## src/logic/pd_input_cfg_pkg.sv

```systemverilog
/*
  constants, field layout and carrier types for the photodiode input
  configuration register bank.
  assumes a 32-bit apb register bus with byte addresses in paddr.
*/
package pd_input_cfg_pkg;

  // ----------------------------------------------------------------
  // register offsets
  // ----------------------------------------------------------------
  localparam logic [7:0] PDCFG_OFFSET    = 8'h08;
  localparam logic [7:0] FEMODE_OFFSET   = 8'h20;
  localparam logic [7:0] IRQ_STAT_OFFSET = 8'h30;
  localparam logic [7:0] IRQ_MASK_OFFSET = 8'h34;

  // ----------------------------------------------------------------
  // photodiode_input_config field positions
  // ----------------------------------------------------------------
  localparam int HOLD_BIT  = 25;
  localparam int FLAG_LSB  = 20;
  localparam int FLAG_W    = 4;
  localparam int OFFS_LSB  = 8;
  localparam int OFFS_W    = 8;
  localparam int PD_LSB    = 2;
  localparam int PD_W      = 4;
  localparam int AUX_LSB   = 0;
  localparam int AUX_W     = 2;

  // ----------------------------------------------------------------
  // front-end mode register field positions
  // ----------------------------------------------------------------
  localparam int MAN_BIT   = 0;
  localparam int SWITG_BIT = 1;
  localparam int DCTRL_LSB = 2;

  // ----------------------------------------------------------------
  // reset values and scale
  // ----------------------------------------------------------------
  localparam logic [31:0] PDCFG_RESET  = 32'h0000_0000;
  localparam logic [5:0]  FEMODE_RESET = 6'h00;
  localparam logic [3:0]  IRQ_RESET    = 4'h0;
  localparam int          OFFSET_STEP_NA = 10;

  // ----------------------------------------------------------------
  // carrier types
  // ----------------------------------------------------------------
  typedef struct packed {
    logic       hold;
    logic [7:0] offsetCode;
    logic [3:0] pdSel;
    logic [1:0] auxSel;
  } pd_cfg_t;

  typedef struct packed {
    logic       manualMode;
    logic       swIntegrate;
    logic [3:0] diodeCtrlEn;
  } fe_mode_t;

  typedef struct packed {
    logic       weightPlus;
    logic       weightMinus;
    logic       seqIntegrate;
    logic [3:0] seqDiodeOn;
  } seq_in_t;

  typedef struct packed {
    logic [3:0] pdConnect;
    logic       auxSevenConnect;
    logic       auxSixConnect;
    logic [7:0] offsetCode;
    logic       offsetEnable;
    logic       integrate;
    logic       demodForceRef;
    logic       demodTristate;
  } afe_ctrl_t;

endpackage : pd_input_cfg_pkg

```

## src/logic/led_sink_flag.sv

```systemverilog
/*
  one led current-sink supply flag: software sets it, a low sink
  voltage clears it and reports the clearing as a one-cycle event.
  assumes sinkLow is synchronous to clk.
*/
`timescale 1ns/1ps
`default_nettype none

module led_sink_flag
  import pd_input_cfg_pkg::*;
(
  input  wire logic clk,
  input  wire logic arst_n,
  input  wire logic writeSet,
  input  wire logic sinkLow,
  output logic      flag,
  output logic      clearEvent
);

  logic flag_reg;

  // ----------------------------------------------------------------
  // flag storage
  // ----------------------------------------------------------------
  // a low sink wins over a simultaneous write so no dip is missed
  always_ff @(posedge clk or negedge arst_n) begin
    if (!arst_n) begin
      flag_reg <= 1'b0;
    end else if (sinkLow) begin
      flag_reg <= 1'b0;
    end else if (writeSet) begin
      flag_reg <= 1'b1;
    end
  end

  assign flag       = flag_reg;
  assign clearEvent = flag_reg & sinkLow;

  // ----------------------------------------------------------------
  // checks
  // ----------------------------------------------------------------
  a_flag_clear: assert property (
    @(posedge clk) disable iff (!arst_n)
    sinkLow |=> !flag_reg)
    else $error("sink flag not cleared by low supply");

  a_flag_set: assert property (
    @(posedge clk) disable iff (!arst_n)
    writeSet && !sinkLow |=> flag_reg)
    else $error("sink flag not set by write");

endmodule : led_sink_flag

`default_nettype wire

```

## src/logic/photodiode_input_config_reg.sv

```systemverilog
/*
  photodiode input configuration register bank with apb slave,
  front-end mode register and sink-event interrupt.
  assumes apb signals, sequencer inputs and sink levels are all
  synchronous to clk.
*/
`timescale 1ns/1ps
`default_nettype none

module photodiode_input_config_reg
  import pd_input_cfg_pkg::*;
(
  input  wire logic        clk,
  input  wire logic        arst_n,
  input  wire logic        psel,
  input  wire logic        penable,
  input  wire logic        pwrite,
  input  wire logic [7:0]  paddr,
  input  wire logic [31:0] pwdata,
  output logic [31:0]      prdata,
  output logic             pready,
  output logic             pslverr,
  input  wire seq_in_t     seqIn,
  input  wire logic [3:0]  sinkLow,
  output afe_ctrl_t        afeCtrl,
  output logic             irq
);

  // ----------------------------------------------------------------
  // declarations
  // ----------------------------------------------------------------
  pd_cfg_t    cfg_reg;
  fe_mode_t   mode_reg;
  logic [3:0] status_reg;
  logic [3:0] mask_reg;
  logic [31:0] prdata_reg;
  afe_ctrl_t  ctrl_reg;
  afe_ctrl_t  ctrl_next;
  logic [3:0] flagSet;
  logic [3:0] sinkFlag;
  logic [3:0] sinkEvent;
  logic [31:0] readMux;
  logic       access;
  logic       wrEn;
  logic       hitCfg;
  logic       hitMode;
  logic       hitStat;
  logic       hitMask;
  logic       mapped;
  logic [31:0] cfgWord;

  // ----------------------------------------------------------------
  // bus decode
  // ----------------------------------------------------------------
  assign access = psel & penable;
  assign pready = 1'b1;

  always_comb begin
    hitCfg  = 1'b0;
    hitMode = 1'b0;
    hitStat = 1'b0;
    hitMask = 1'b0;
    if (paddr == PDCFG_OFFSET) begin
      hitCfg = 1'b1;
    end else if (paddr == FEMODE_OFFSET) begin
      hitMode = 1'b1;
    end else if (paddr == IRQ_STAT_OFFSET) begin
      hitStat = 1'b1;
    end else if (paddr == IRQ_MASK_OFFSET) begin
      hitMask = 1'b1;
    end
  end

  assign mapped  = hitCfg | hitMode | hitStat | hitMask;
  assign wrEn    = access & pwrite & mapped;
  assign pslverr = access & ~mapped;

  // ----------------------------------------------------------------
  // configuration register
  // ----------------------------------------------------------------
  // only documented fields are stored; other write bits are dropped
  always_ff @(posedge clk or negedge arst_n) begin
    if (!arst_n) begin
      cfg_reg.hold       <= PDCFG_RESET[HOLD_BIT];
      cfg_reg.offsetCode <= PDCFG_RESET[OFFS_LSB +: OFFS_W];
      cfg_reg.pdSel      <= PDCFG_RESET[PD_LSB +: PD_W];
      cfg_reg.auxSel     <= PDCFG_RESET[AUX_LSB +: AUX_W];
    end else if (wrEn && hitCfg) begin
      cfg_reg.hold       <= pwdata[HOLD_BIT];
      cfg_reg.offsetCode <= pwdata[OFFS_LSB +: OFFS_W];
      cfg_reg.pdSel      <= pwdata[PD_LSB +: PD_W];
      cfg_reg.auxSel     <= pwdata[AUX_LSB +: AUX_W];
    end
  end

  // ----------------------------------------------------------------
  // led sink supply flags
  // ----------------------------------------------------------------
  generate
    for (genvar i = 0; i < FLAG_W; i++) begin : g_flag
      assign flagSet[i] = wrEn & hitCfg & pwdata[FLAG_LSB + i];

      led_sink_flag u_flag (
        .clk        (clk),
        .arst_n     (arst_n),
        .writeSet   (flagSet[i]),
        .sinkLow    (sinkLow[i]),
        .flag       (sinkFlag[i]),
        .clearEvent (sinkEvent[i])
      );
    end
  endgenerate

  // ----------------------------------------------------------------
  // front-end mode register
  // ----------------------------------------------------------------
  always_ff @(posedge clk or negedge arst_n) begin
    if (!arst_n) begin
      mode_reg <= fe_mode_t'(FEMODE_RESET);
    end else if (wrEn && hitMode) begin
      mode_reg.manualMode  <= pwdata[MAN_BIT];
      mode_reg.swIntegrate <= pwdata[SWITG_BIT];
      mode_reg.diodeCtrlEn <= pwdata[DCTRL_LSB +: PD_W];
    end
  end

  // ----------------------------------------------------------------
  // interrupt status and mask
  // ----------------------------------------------------------------
  // a new event in the clearing cycle stays set
  always_ff @(posedge clk or negedge arst_n) begin
    if (!arst_n) begin
      status_reg <= IRQ_RESET;
    end else begin
      status_reg <= (status_reg & ~((wrEn && hitStat) ? pwdata[3:0] : 4'h0))
                    | sinkEvent;
    end
  end

  always_ff @(posedge clk or negedge arst_n) begin
    if (!arst_n) begin
      mask_reg <= IRQ_RESET;
    end else if (wrEn && hitMask) begin
      mask_reg <= pwdata[3:0];
    end
  end

  assign irq = |(status_reg & mask_reg);

  // ----------------------------------------------------------------
  // read path
  // ----------------------------------------------------------------
  always_comb begin
    cfgWord = 32'h0000_0000;
    cfgWord[HOLD_BIT] = cfg_reg.hold;
    cfgWord[FLAG_LSB +: FLAG_W] = sinkFlag;
    cfgWord[OFFS_LSB +: OFFS_W] = cfg_reg.offsetCode;
    cfgWord[PD_LSB +: PD_W] = cfg_reg.pdSel;
    cfgWord[AUX_LSB +: AUX_W] = cfg_reg.auxSel;
  end

  always_comb begin
    readMux = 32'h0000_0000;
    if (hitCfg) begin
      readMux = cfgWord;
    end else if (hitMode) begin
      readMux[DCTRL_LSB +: PD_W] = mode_reg.diodeCtrlEn;
      readMux[SWITG_BIT] = mode_reg.swIntegrate;
      readMux[MAN_BIT] = mode_reg.manualMode;
    end else if (hitStat) begin
      readMux[3:0] = status_reg;
    end else if (hitMask) begin
      readMux[3:0] = mask_reg;
    end
  end

  // data is captured in the setup phase and stands through access
  always_ff @(posedge clk or negedge arst_n) begin
    if (!arst_n) begin
      prdata_reg <= 32'h0000_0000;
    end else if (psel && !penable && !pwrite) begin
      prdata_reg <= readMux;
    end
  end

  assign prdata = prdata_reg;

  // ----------------------------------------------------------------
  // analog front-end controls
  // ----------------------------------------------------------------
  always_comb begin
    ctrl_next = '0;
    ctrl_next.offsetCode   = cfg_reg.offsetCode;
    ctrl_next.offsetEnable = |cfg_reg.offsetCode;
    ctrl_next.auxSevenConnect = cfg_reg.auxSel[1];
    ctrl_next.auxSixConnect   = cfg_reg.auxSel[0];
    // sequencer diode gating applies only outside manual mode
    if (mode_reg.manualMode) begin
      ctrl_next.pdConnect = cfg_reg.pdSel;
    end else begin
      ctrl_next.pdConnect = cfg_reg.pdSel
        & (~mode_reg.diodeCtrlEn | seqIn.seqDiodeOn);
    end
    if (mode_reg.manualMode) begin
      ctrl_next.integrate = mode_reg.swIntegrate;
    end else begin
      ctrl_next.integrate = seqIn.seqIntegrate;
    end
    if (!seqIn.weightPlus && !seqIn.weightMinus) begin
      ctrl_next.demodForceRef = ~cfg_reg.hold;
      ctrl_next.demodTristate = cfg_reg.hold;
    end
  end

  always_ff @(posedge clk or negedge arst_n) begin
    if (!arst_n) begin
      ctrl_reg <= '0;
    end else begin
      ctrl_reg <= ctrl_next;
    end
  end

  assign afeCtrl = ctrl_reg;

  // ----------------------------------------------------------------
  // checks
  // ----------------------------------------------------------------
  a_cfg_readback: assert property (
    @(posedge clk) disable iff (!arst_n)
    psel && !penable && !pwrite && paddr == PDCFG_OFFSET
    |=> prdata == $past(cfgWord))
    else $error("config readback wrong");

  a_reserved_zero: assert property (
    @(posedge clk) disable iff (!arst_n)
    access && !pwrite && paddr == PDCFG_OFFSET
    |-> prdata[31:26] == 6'h00 && prdata[19:16] == 4'h0
        && prdata[7:6] == 2'h0 && prdata[24] == 1'b0)
    else $error("reserved bits not zero");

  a_hold_ref: assert property (
    @(posedge clk) disable iff (!arst_n)
    !seqIn.weightPlus && !seqIn.weightMinus && !cfg_reg.hold
    |=> afeCtrl.demodForceRef && !afeCtrl.demodTristate)
    else $error("idle demod not forced to reference");

  a_hold_tri: assert property (
    @(posedge clk) disable iff (!arst_n)
    !seqIn.weightPlus && !seqIn.weightMinus && cfg_reg.hold
    |=> afeCtrl.demodTristate && !afeCtrl.demodForceRef)
    else $error("idle demod not tristated");

  a_offset_code: assert property (
    @(posedge clk) disable iff (!arst_n)
    wrEn && hitCfg ##1 !(wrEn && hitCfg)
    |=> afeCtrl.offsetCode == $past(pwdata[15:8], 2)
        && afeCtrl.offsetEnable == ($past(pwdata[15:8], 2) != 8'h00))
    else $error("offset code not driven");

  a_pd_manual: assert property (
    @(posedge clk) disable iff (!arst_n)
    mode_reg.manualMode |=> afeCtrl.pdConnect == $past(cfg_reg.pdSel))
    else $error("photodiode select not applied");

  a_pd_gated: assert property (
    @(posedge clk) disable iff (!arst_n)
    !mode_reg.manualMode && (mode_reg.diodeCtrlEn & ~seqIn.seqDiodeOn) != 4'h0
    |=> (afeCtrl.pdConnect & $past(mode_reg.diodeCtrlEn & ~seqIn.seqDiodeOn))
        == 4'h0)
    else $error("sequencer diode gating ignored");

  a_aux_pins: assert property (
    @(posedge clk) disable iff (!arst_n)
    1'b1 |=> afeCtrl.auxSevenConnect == $past(cfg_reg.auxSel[1])
        && afeCtrl.auxSixConnect == $past(cfg_reg.auxSel[0]))
    else $error("aux pin connect wrong");

  a_integrate_src: assert property (
    @(posedge clk) disable iff (!arst_n)
    1'b1 |=> afeCtrl.integrate == ($past(mode_reg.manualMode)
        ? $past(mode_reg.swIntegrate) : $past(seqIn.seqIntegrate)))
    else $error("integration source wrong");

  a_irq_event: assert property (
    @(posedge clk) disable iff (!arst_n)
    |(sinkEvent & mask_reg) |=> irq)
    else $error("sink event did not raise interrupt");

  a_status_w1c: assert property (
    @(posedge clk) disable iff (!arst_n)
    wrEn && hitStat && sinkEvent == 4'h0
    |=> (status_reg & $past(pwdata[3:0])) == 4'h0)
    else $error("status bit not cleared by write of one");

  a_status_set_wins: assert property (
    @(posedge clk) disable iff (!arst_n)
    |sinkEvent |=> (status_reg & $past(sinkEvent)) == $past(sinkEvent))
    else $error("sink event lost in status");

  a_mask_write: assert property (
    @(posedge clk) disable iff (!arst_n)
    wrEn && hitMask |=> mask_reg == $past(pwdata[3:0]))
    else $error("mask write not stored");

  a_unmapped_nowrite: assert property (
    @(posedge clk) disable iff (!arst_n)
    access && pwrite && !mapped |=> $stable({cfg_reg, mode_reg, mask_reg}))
    else $error("unmapped write changed a register");

  a_reset_zero: assert property (
    @(posedge clk)
    $rose(arst_n) |-> cfgWord == PDCFG_RESET && mode_reg == fe_mode_t'(FEMODE_RESET))
    else $error("register not at reset value after reset");

  a_offset_off: assert property (
    @(posedge clk) disable iff (!arst_n)
    cfg_reg.offsetCode == 8'h00 |=> !afeCtrl.offsetEnable)
    else $error("offset source on with zero code");

  a_cfg_write: assert property (
    @(posedge clk) disable iff (!arst_n)
    wrEn && hitCfg |=> cfg_reg.pdSel == $past(pwdata[PD_LSB +: PD_W])
        && cfg_reg.auxSel == $past(pwdata[AUX_LSB +: AUX_W]))
    else $error("connect fields not stored");

  a_demod_active: assert property (
    @(posedge clk) disable iff (!arst_n)
    seqIn.weightPlus || seqIn.weightMinus |=> !afeCtrl.demodForceRef && !afeCtrl.demodTristate)
    else $error("demod idle handling while weight active");

endmodule : photodiode_input_config_reg

`default_nettype wire

```

## config.mk

```make
export PLATFORM = sky130hd
export DESIGN_NAME = photodiode_input_config_reg
export DESIGN_NICKNAME = d
export VERILOG_FILES = /design/src/logic/pd_input_cfg_pkg.sv /design/src/logic/led_sink_flag.sv /design/src/logic/photodiode_input_config_reg.sv
export SDC_FILE = /design/constraint.sdc
export NUM_CORES = 1
export LEC_CHECK = 0
export ABC_CLOCK_PERIOD_IN_PS = 3200
export BUFFER_PORTS_ARGS = -buffer_cell sky130_fd_sc_hd__buf_2
export CELL_PAD_IN_SITES_DETAIL_PLACEMENT = 1
export CELL_PAD_IN_SITES_GLOBAL_PLACEMENT = 2
export CORE_MARGIN = 2
export CORE_UTILIZATION = 33
export DETAILED_ROUTE_END_ITERATION = 8
export GPL_TIMING_DRIVEN = 0
export PLACE_DENSITY = 0.91
export RECOVER_POWER = 100
export SYNTH_ARGS = -nofsm -noshare
export SYNTH_HDL_FRONTEND = slang
export SYNTH_SLANG_ARGS = --single-unit
```

## constraint.sdc

```tcl
create_clock -name clk -period 3.2 [get_ports clk]
set_input_delay 0.64 -clock clk [delete_from_list [all_inputs] [get_ports clk]]
set_output_delay 0.64 -clock clk [all_outputs]
set_load 0.05 [all_outputs]
```

---- Word level (Yosys, flattened, before mapping) ----
Cells that the tools add are included.
storage, ports and cells
  bits in registers ....................... 83
  output and inout port bits .............. 53
  logic and storage cells ................. 96
cells by class
  equality and inequality tests ........... 4
  multiplexer cells ....................... 28
  bitwise logic cells ..................... 25
  reductions and logical operators ........ 17
operators with widths
  cell                                            number
  == test 8 x 6 -> 1 bit (second input constant)  3
  two-way mux 20 bit                              1
  two-way mux 4 bit                               5
  two-way mux 1 bit                               19
  bitwise AND 1 bit                               13
  bitwise AND 4 bit                               3
  == test 8 x 4 -> 1 bit (second input constant)  1
  NOT 4 bit                                       2
  bitwise OR 4 bit                                2
  nonzero test 2 bit                              4
  OR reduction 8 bit                              1
  logical AND 1 bit                               7
  two-way mux 6 bit                               1
  logical NOT 1 bit                               4
  two-way mux 2 bit                               2
  OR reduction 4 bit                              1
  bitwise OR 1 bit                                3
  NOT 1 bit                                       2

---- Longest topological paths before layout ----
Gate-level depths: netlist of the first run.
  depth in word-level cells ............... 12
  mapped depth ............................ 6
  mapped depth without buffers ............ 4

---- Modules after synthesis ----
From an unflattened synthesis of the first run, not the netlist that was laid out.
unflattened totals
  cells, all modules ...................... 214
  area total of the unflattened synthesis .. 2884.0 sq um
by module, submodules not included
  module                       times used  cells an instance  area each (sq um)  sequential area each (sq um)
  photodiode_input_config_reg  1           202                2713.9             1651.6
  led_sink_flag                4           3                  42.5               25.0

---- Least setup slack after synthesis of the first run ----
OpenSTA, ideal clock, no wires.
  kind .................................... input -> output
  start ................................... input paddr[2]
  end ..................................... output pslverr
  arrival time ............................ 2.740 ns
  data required time ...................... 2.560 ns
  slack ................................... -0.180 ns
  stages on the path ...................... 3
  path buffers ............................ 1
  path through ............................ clkbuf_1 nor3_1 nor4_1
on the way
  word-level cells in the longest chain between the ends .. 8
  elaborated cells on any way between the ends .. 19
  those cells by class .................... eq/ne (4); mux (10); bitwise (5)
ends and longest elaborated chain
  item                                                   line                                                                                                     RTL
  from (decl)                                            photodiode_input_config_reg.sv:18                                                                        input wire logic [7:0] paddr,
  == test 8 x 6 -> 1 bit, on equally long branches       photodiode_input_config_reg.sv:65, photodiode_input_config_reg.sv:67, photodiode_input_config_reg.sv:69
  two-way mux 1 bit, on equally long branches            photodiode_input_config_reg.sv:65, photodiode_input_config_reg.sv:67, photodiode_input_config_reg.sv:69
  two-way mux 1 bit, on equally long branches            photodiode_input_config_reg.sv:63, photodiode_input_config_reg.sv:65, photodiode_input_config_reg.sv:67
  bitwise OR 1 bit, or another cell as far along         photodiode_input_config_reg.sv:74                                                                        assign mapped = hitCfg | hitMode | hitStat | hitMask;
  bitwise OR 1 bit or two-way mux 1 bit (tied branches)  photodiode_input_config_reg.sv:74, photodiode_input_config_reg.sv:63
  bitwise OR 1 bit (*)                                   photodiode_input_config_reg.sv:74
  NOT 1 bit (*)                                          photodiode_input_config_reg.sv:76                                                                        assign pslverr = access & ~mapped;
  bitwise AND 1 bit (*)                                  photodiode_input_config_reg.sv:76
  to (decl)                                              photodiode_input_config_reg.sv:22                                                                        output logic pslverr,
Every way passes the cells marked *; elsewhere a longest branch is shown, timed or not.

---- Worst setup path after layout of the first run ----
  start ................................... input paddr[1]
  end ..................................... output pslverr
Same word-level chain as after synthesis.

==> results.md, run 1 <==
- Ys async rst share: 100%
- Cell count after synthesis: 208
- Total setup buffers inserted after CTS: 0
- Via-per-instance ratio: 4.75
- Routed WL: 6.84 mm
- DR WL/cell: 16.2 µm
- Worst Setup End Kind: output pin
- Final HPWL DP: 4.99 mm
- LEAKAGE: 1.76 nW
- Die area: 0.00943 mm²
- Synth unique cells: 30
- Sinks on Clock Net: 70
- Setup violators final: 0
- DR iter-0 viols: 79
- Die height: 97.1 µm
- Worst Tran Pin Value: 1.72 ns
- Synth warn: 0
- Worst-Skew Late Latency: 0.33 ns
- # port buffers: 80
- Hold Worst Slack: 0.405 ns
- Top FF cell, synth: dfrtp_1
- Via count: 1998
- Tcrit/Tclk final: 94.3%
- Hold Path Class: reg2reg
- Die W: 97.1 µm
- Share of cells above drive strength 1: 31.6%
- Post-synthesis sequential area ratio: 61.2%
- Setup TNS: 0 ns
- FP Rows: 33
- Path type of the worst setup path: in2out
- Num CTS Buffers: 9
- Max H-tree Level: 3
- Diodes inserted: 0
- Startpoint type of the worst setup path: primary input
- Clock Tree Buf Depth: 2
- Placed cell count: 405
- RSZ-0062 raised after global routing: false
- First-pass DRT Iterations: 4
- Most frequent cells after synthesis: dfrtp_1 (70), mux2_2 (20), a22o_1 (17), buf_4 (14), nor2_1 (13)
- Area Growth Syn to Fin: 24.2%
- CTS tree: built
- Mean area per synthesized cell: 13.8 µm²
- Grt total ovfl: 0
- Top cell type's share of synthesized area: 61.2%
- DRC viols: 0
- Worst-path clk slew: 0.07 ns
- Max-slew violation count: 71
- DRT antenna net count: 0
- Core area: 0.00830 mm²
- Final net count: 367
- Rel. slew slack: -14.4%
- Critical Path AT: 2.38 ns
- Most frequent cell after synthesis: dfrtp_1
- CP max FO: 8
- Status: finished, violations left
- Hold Violations, Final: 0
- Total power density per cell area: 537 mW/mm²
- Min cycle time layout: 3.02 ns
- Largest net degree at the start of global routing: 71
- Post-Layout Cell Count: 421
- Maximum clock rate: 331 MHz
- Post_cts resized: 0
- I/O pin count: 109
- Synth Register Bits: 70
- Hold-fix buffers, CTS: 0
- Clock skew: 0.00357 ns
- Req. time, crit path: 2.56 ns
- Synthesized area: 0.00286 mm²
- Max reg flops: 19
- Initial Util: 34.5%
- GRT Total Usage: 15.2%
- RePlAce Congestion: 0.755
- Failing checks: max-capacitance violations, max-slew violations
- Number of global-route vias before repair: 2129
- Maximum VDD drop: 0.205 mV
- Synth area leader: dfrtp_1
- Initial antenna violation count: 0
- Clock Tree Root: clkbuf_8
- Post-synth EDFFs: 0
- Max-Cap Viols: 1
- Global-route wire length before repair: 11.3 mm
- Synth top area cells: dfrtp_1 (61%), mux2_2 (7.9%), a22o_1 (5.2%)
==> worst max-delay path, cell delays in order <==
cell and delay [ns]:
buf_2 0.10, or4_4 0.53, buf_6 0.16, nor3_1 0.63
nor4_2 0.08, buf_2 0.24
==> report_power, final <==
part | total, mW | switching [mW] | leakage (nW) | internal [mW]
registers | 0.916 | 0.0121 | 0.962 | 0.904
clock network | 0.786 | 0.328 | 0.108 | 0.457
logic | 0.206 | 0.152 | 0.686 | 0.0539
==> layout by cell type (no fill, tap or decap), types with 2 or more instances in the layout <==
cell type / synthesis / final
nand2_1: 11 / 11
nor4_2: 2 / 2
clkbuf_8: 0 / 10
a22oi_1: 2 / 2
a21oi_1: 8 / 8
nor3_1: 2 / 2
bufinv_16: 0 / 2
a22o_1: 17 / 17
conb_1: 2 / 14
nor4_1: 5 / 6
buf_2: 1 / 40
clkinvlp_4: 0 / 2
clkbuf_1: 3 / 44
buf_4: 14 / 14
or3b_2: 2 / 2
inv_1: 4 / 4
nor3b_1: 2 / 2
clkinv_2: 0 / 2
mux2_1: 0 / 9
dfrtp_1: 70 / 70
buf_6: 3 / 2
nor2_1: 13 / 13
a221oi_1: 5 / 5
o31a_1: 3 / 3
mux2_2: 20 / 20
==> through the flow <==
step	setup WS (ns)	area, µm²	total power [mW]	util, %
5_1_grt	0.0279	3550	1.99	42.8
3_5_place_dp	0.160	3450	1.15	41.5
4_1_cts	0.159	3670	1.94	44.2
6_report	0.182	3550	1.91	42.8
2_1_floorplan	0.403	2910	1.07	-
3_3_place_gp	0.123	3440	1.15	41.5
==> area by class of cell <==
class	instances	area [µm²]
Inverter	4	15.0
Clock buffer	10	138
Multi-Input combinational cell	125	935
Fill cell	927	4750
Clock inverter	6	85.1
Sequential cell	70	1750
Buffer	21	146
Tap cell	105	131
Timing Repair Buffer	80	352
==> worst paths after layout <==
| kind | start | endpoint | slack (ns) | cells after the start |
|---|---|---|---|---|
| setup / recovery | paddr[1] | pslverr | 0.18 | 6 |
| hold / removal | cfgWord[0]$_DFFE_PN0N_ | afeCtrl[12]$_DFF_PN0_ | 0.41 | 0 |
| setup reg to reg | status_reg[0]$_DFF_PN0_ | prdata[0]$_DFFE_PN0P_ | 1.98 | 3 |
| hold reg to reg | cfgWord[0]$_DFFE_PN0N_ | afeCtrl[12]$_DFF_PN0_ | 0.41 | 0 |
| max in group asynchronous | arst_n | prdata[14]$_DFFE_PN0P_ | 1.42 | 1 |
| min in group asynchronous | arst_n | prdata[8]$_DFFE_PN0P_ | 0.75 | 1 |
==> cell families (layout without fill, tap and decap cells) <==
kind of cell | count (synthesis) | count (layout) | share of synthesized area (%)
AOI/OAI and AO/OA | 37 | 37 | 10.1
buffers and inverters | 25 | 121 | 5.95
DFF | 70 | 70 | 61.2
muxes | 30 | 30 | 12.9
other | 2 | 14 | 0.263
and+or+nand+nor | 44 | 44 | 9.45
==> layer usage <==
metal,track usage (%),wire length (µm)
met5,0,0
met4,5.31,113
met3,3.31,349
met2,24.5,3260
met1,20.5,3120
Power figures use the tool's default switching activity.
==> inputs of run 2 (changes only) <==
--- a/config.mk
+++ b/config.mk
@@ -6,14 +6,14 @@
 export NUM_CORES = 1
 export LEC_CHECK = 0
 export ABC_CLOCK_PERIOD_IN_PS = 3200
-export BUFFER_PORTS_ARGS = -buffer_cell sky130_fd_sc_hd__buf_2
 export CELL_PAD_IN_SITES_DETAIL_PLACEMENT = 1
 export CELL_PAD_IN_SITES_GLOBAL_PLACEMENT = 2
 export CORE_MARGIN = 2
-export CORE_UTILIZATION = 33
+export CORE_UTILIZATION = 40
 export DETAILED_ROUTE_END_ITERATION = 8
+export DONT_BUFFER_PORTS = 1
 export GPL_TIMING_DRIVEN = 0
-export PLACE_DENSITY = 0.91
+export PLACE_DENSITY = 0.86
 export RECOVER_POWER = 100
 export SYNTH_ARGS = -nofsm -noshare
 export SYNTH_HDL_FRONTEND = slang
==> run 2 against run 1 <==
Effect of this change:
- the flow still finishes with violations (max-capacitance violations, max-slew violations)
- cell count fell by 21%
- critical path type unchanged
- sequential power up 6.1%
- total power fell by 9.4%
- clock skew increased by 0.0036 ns
- register-to-register slack hardly changed
- die area decreased by 17%
- clock power is 17% lower
- design area down 11%
- first-iteration DRC count up 1.3%
==> results.md, run 2 (synthesized netlist as in run 1, its figures left out) <==
- Status: finished, violations left
- Failing checks: max-capacitance violations, max-slew violations
- Final net count: 288 (-22%)
- FP Rows: 30 (-9.1%)
- Die W: 88.6 µm (-8.8%)
- Max-Cap Viols: 1 (unchanged)
- Final HPWL DP: 4.66 mm (-6.5%)
- Tcrit/Tclk final: 93.1% (-1.2 points)
- Share of cells above drive strength 1: 24.9% (-6.8 points)
- Startpoint type of the worst setup path: primary input
- Max-slew violation count: 71 (unchanged)
- DP Area: 0.00303 mm² (-12%)
- Hold Path Class: in2reg
- Number of global-route vias before repair: 1895 (-11%)
- Reg2reg path depth: 3 (unchanged)
- I/O pin count: 109 (unchanged)
- Maximum VDD drop: 0.207 mV (+0.91%)
- DRC viols: 0 (unchanged)
- WHS Path Cells: 1 (+1)
- Path type of the worst setup path: in2out
- CTS tree: built
- Worst Setup End Kind: output pin
- Crit path largest cell delay: 0.68 ns (+0.05 ns)
- Non-Filler Cell Area, Final: 0.00315 mm² (-11%)
- CP max-delay cell: nor3_1
- Max H-tree Level: 3 (unchanged)
- Worst-Skew Late Latency: 0.35 ns (+0.02 ns)
- M1 GR Usage: 22.9% (+2.3 points)
- Routed WL: 6.54 mm (-4.4%)
- RePlAce Congestion: 0.724 (-4.1%)
- LEAKAGE: 1.52 nW (-13%)
- Global-route wire length before repair: 10.3 mm (-9.1%)
- Post_cts resized: 0 (unchanged)
- Most frequent cells in the layout: dfrtp_1 (70), mux2_2 (20), a22o_1 (17)
- Initial Util: 41.6% (+7.2 points)
- Total power density per cell area: 549 mW/mm² (+2.3%)
- Largest net degree at the start of global routing: 71 (unchanged)
- Hold Worst Slack: 0.342 ns (-0.0633 ns)
- Min cycle time layout: 2.98 ns (-0.0380 ns)
- Area Growth Syn to Fin: 10.1%
- Via count: 1720 (-14%)
- RSZ-0062 raised after global routing: false
- Sinks on Clock Net: 70 (unchanged)
- Most common cell after layout, fill and taps aside: dfrtp_1
- Setup violators final: 0 (unchanged)
- Clock Tree Buf Depth: 2 (unchanged)
- Via-per-instance ratio: 5.17 (+8.8%)
- Buf/Inv on CP: 1 (-2)
- Core area: 0.00687 mm² (-17%)
- Grt total ovfl: 0 (unchanged)
- GRT Total Usage: 18.4% (+3.2 points)
- Num CTS Buffers: 9 (unchanged)
- Total setup buffers inserted after CTS: 0 (unchanged)
- Clock skew: 0.00717 ns (+0.00361 ns)
- CP max FO: 8 (unchanged)
- CP top delay family: simple AND/OR/NAND/NOR gates
- Setup TNS: 0 ns (unchanged)
- Gr busiest metal: met2
- Die height: 88.6 µm (-8.8%)
- DR iter-0 viols: 80 (+1.3%)
- Clock Tree Root: clkbuf_8
- Crit. path cell count: 4 (-2)
- Worst-path clk slew: 0.08 ns (about the same)
- DR WL/cell: 19.6 µm (+21%)
- Initial antenna violation count: 0 (unchanged)
- DRT antenna net count: 0 (unchanged)
- Diodes inserted: 0 (unchanged)
- Critical Path AT: 2.34 ns (-0.04 ns)
- Worst Tran Pin Value: 1.68 ns (-0.0379 ns)
- Max reg flops: 19 (unchanged)
- # port buffers: 0 (-100%)
- Die area: 0.00784 mm² (-17%)
- Rel. slew slack: -11.9% (+2.5 points)
- First-pass DRT Iterations: 4 (unchanged)
- Worst path cell trace: or4_1, buf_6, nor3_1, nor4_2
- Hold Violations, Final: 0 (unchanged)
- Met2 usage: 29.2% (+4.7 points)
- Maximum clock rate: 336 MHz (+1.3%)
- Req. time, crit path: 2.56 ns (about the same)
- M3 GR Usage: 5.78% (+2.5 points)
[run 2: cell count changes in the layout (fill, tap and decap cells not counted)]
cell        previous run  this run
clkinv_2               2         0
buf_2                 40         0
inv_6                  0         3
bufinv_16              2         0
clkbuf_1              44         5
or4_4                  1         0
or4_1                  0         1
clkinvlp_4             2         4
clkbuf_8              10         9
[run 2: worst reg2reg max path, cell delays in order (launching register included)]
cell      delay [ns]
dfrtp_1         0.42
mux2_2          0.30
a221oi_1        0.27
a21oi_1         0.11
[run 2: power by group]
part / switching, mW / total (mW) / internal (mW) / leakage [nW]
Combinational: 0.0781 / 0.109 / 0.0305 / 0.480
Sequential: 0.0693 / 0.972 / 0.903 / 0.962
Clock: 0.360 / 0.649 / 0.288 / 0.0789
Total: 0.508 / 1.73 / 1.22 / 1.52
[run 2: metal layers]
metal,wire (µm),part of all wire [%],vias to the layer above
met5,0,0,-
met4,149,2.3,0
met3,408,6.2,11
met2,3200,49,69
met1,2780,43,867
li1,-,-,773
[run 2: layout make-up]
class	count	area (µm²)
Fill cell	724	3720
Sequential cell	70	1750
Multi-Input combinational cell	125	931
Buffer	21	146
Clock buffer	9	124
Tap cell	96	120
Clock inverter	7	56.3
Inverter	4	15.0
Timing Repair Buffer	1	5.00
[run 2: per-stage QoR]
stage | setup slack [ns] | power (mW) | utilization, % | std cells
finish | 0.220 | 1.73 | 45.8 | 333
global route | 0.0715 | 1.82 | 45.8 | 333
CTS | 0.119 | 1.76 | 47.2 | 333
detailed placement | 0.114 | 1.09 | 44.1 | 316
global placement | 0.169 | 1.08 | 44.1 | 316
floorplan | 0.403 | 1.07 | - | 220
[run 2: worst paths after layout]
kind | endpoint | slack (ns) | startpoint
worst max-delay path | pslverr | 0.22 | paddr[1]
worst min-delay path | g_flag[1].u_flag.flag$_DFFE_PN0P_ | 0.34 | sinkLow[1]
worst max register to register | prdata[0]$_DFFE_PN0P_ | 1.99 | status_reg[0]$_DFF_PN0_
worst min register to register | afeCtrl[13]$_DFF_PN0_ | 0.41 | cfgWord[1]$_DFFE_PN0N_
max in group asynchronous | mask_reg[0]$_DFFE_PN0P_ | 1.47 | arst_n
min in group asynchronous | prdata[13]$_DFFE_PN0P_ | 0.70 | arst_n
[run 2: repair_timing]
action	in CTS	in global routing
endpoints found under the setup margin	0	0
hold buffers	1	0
hold endpoints to repair	70	0
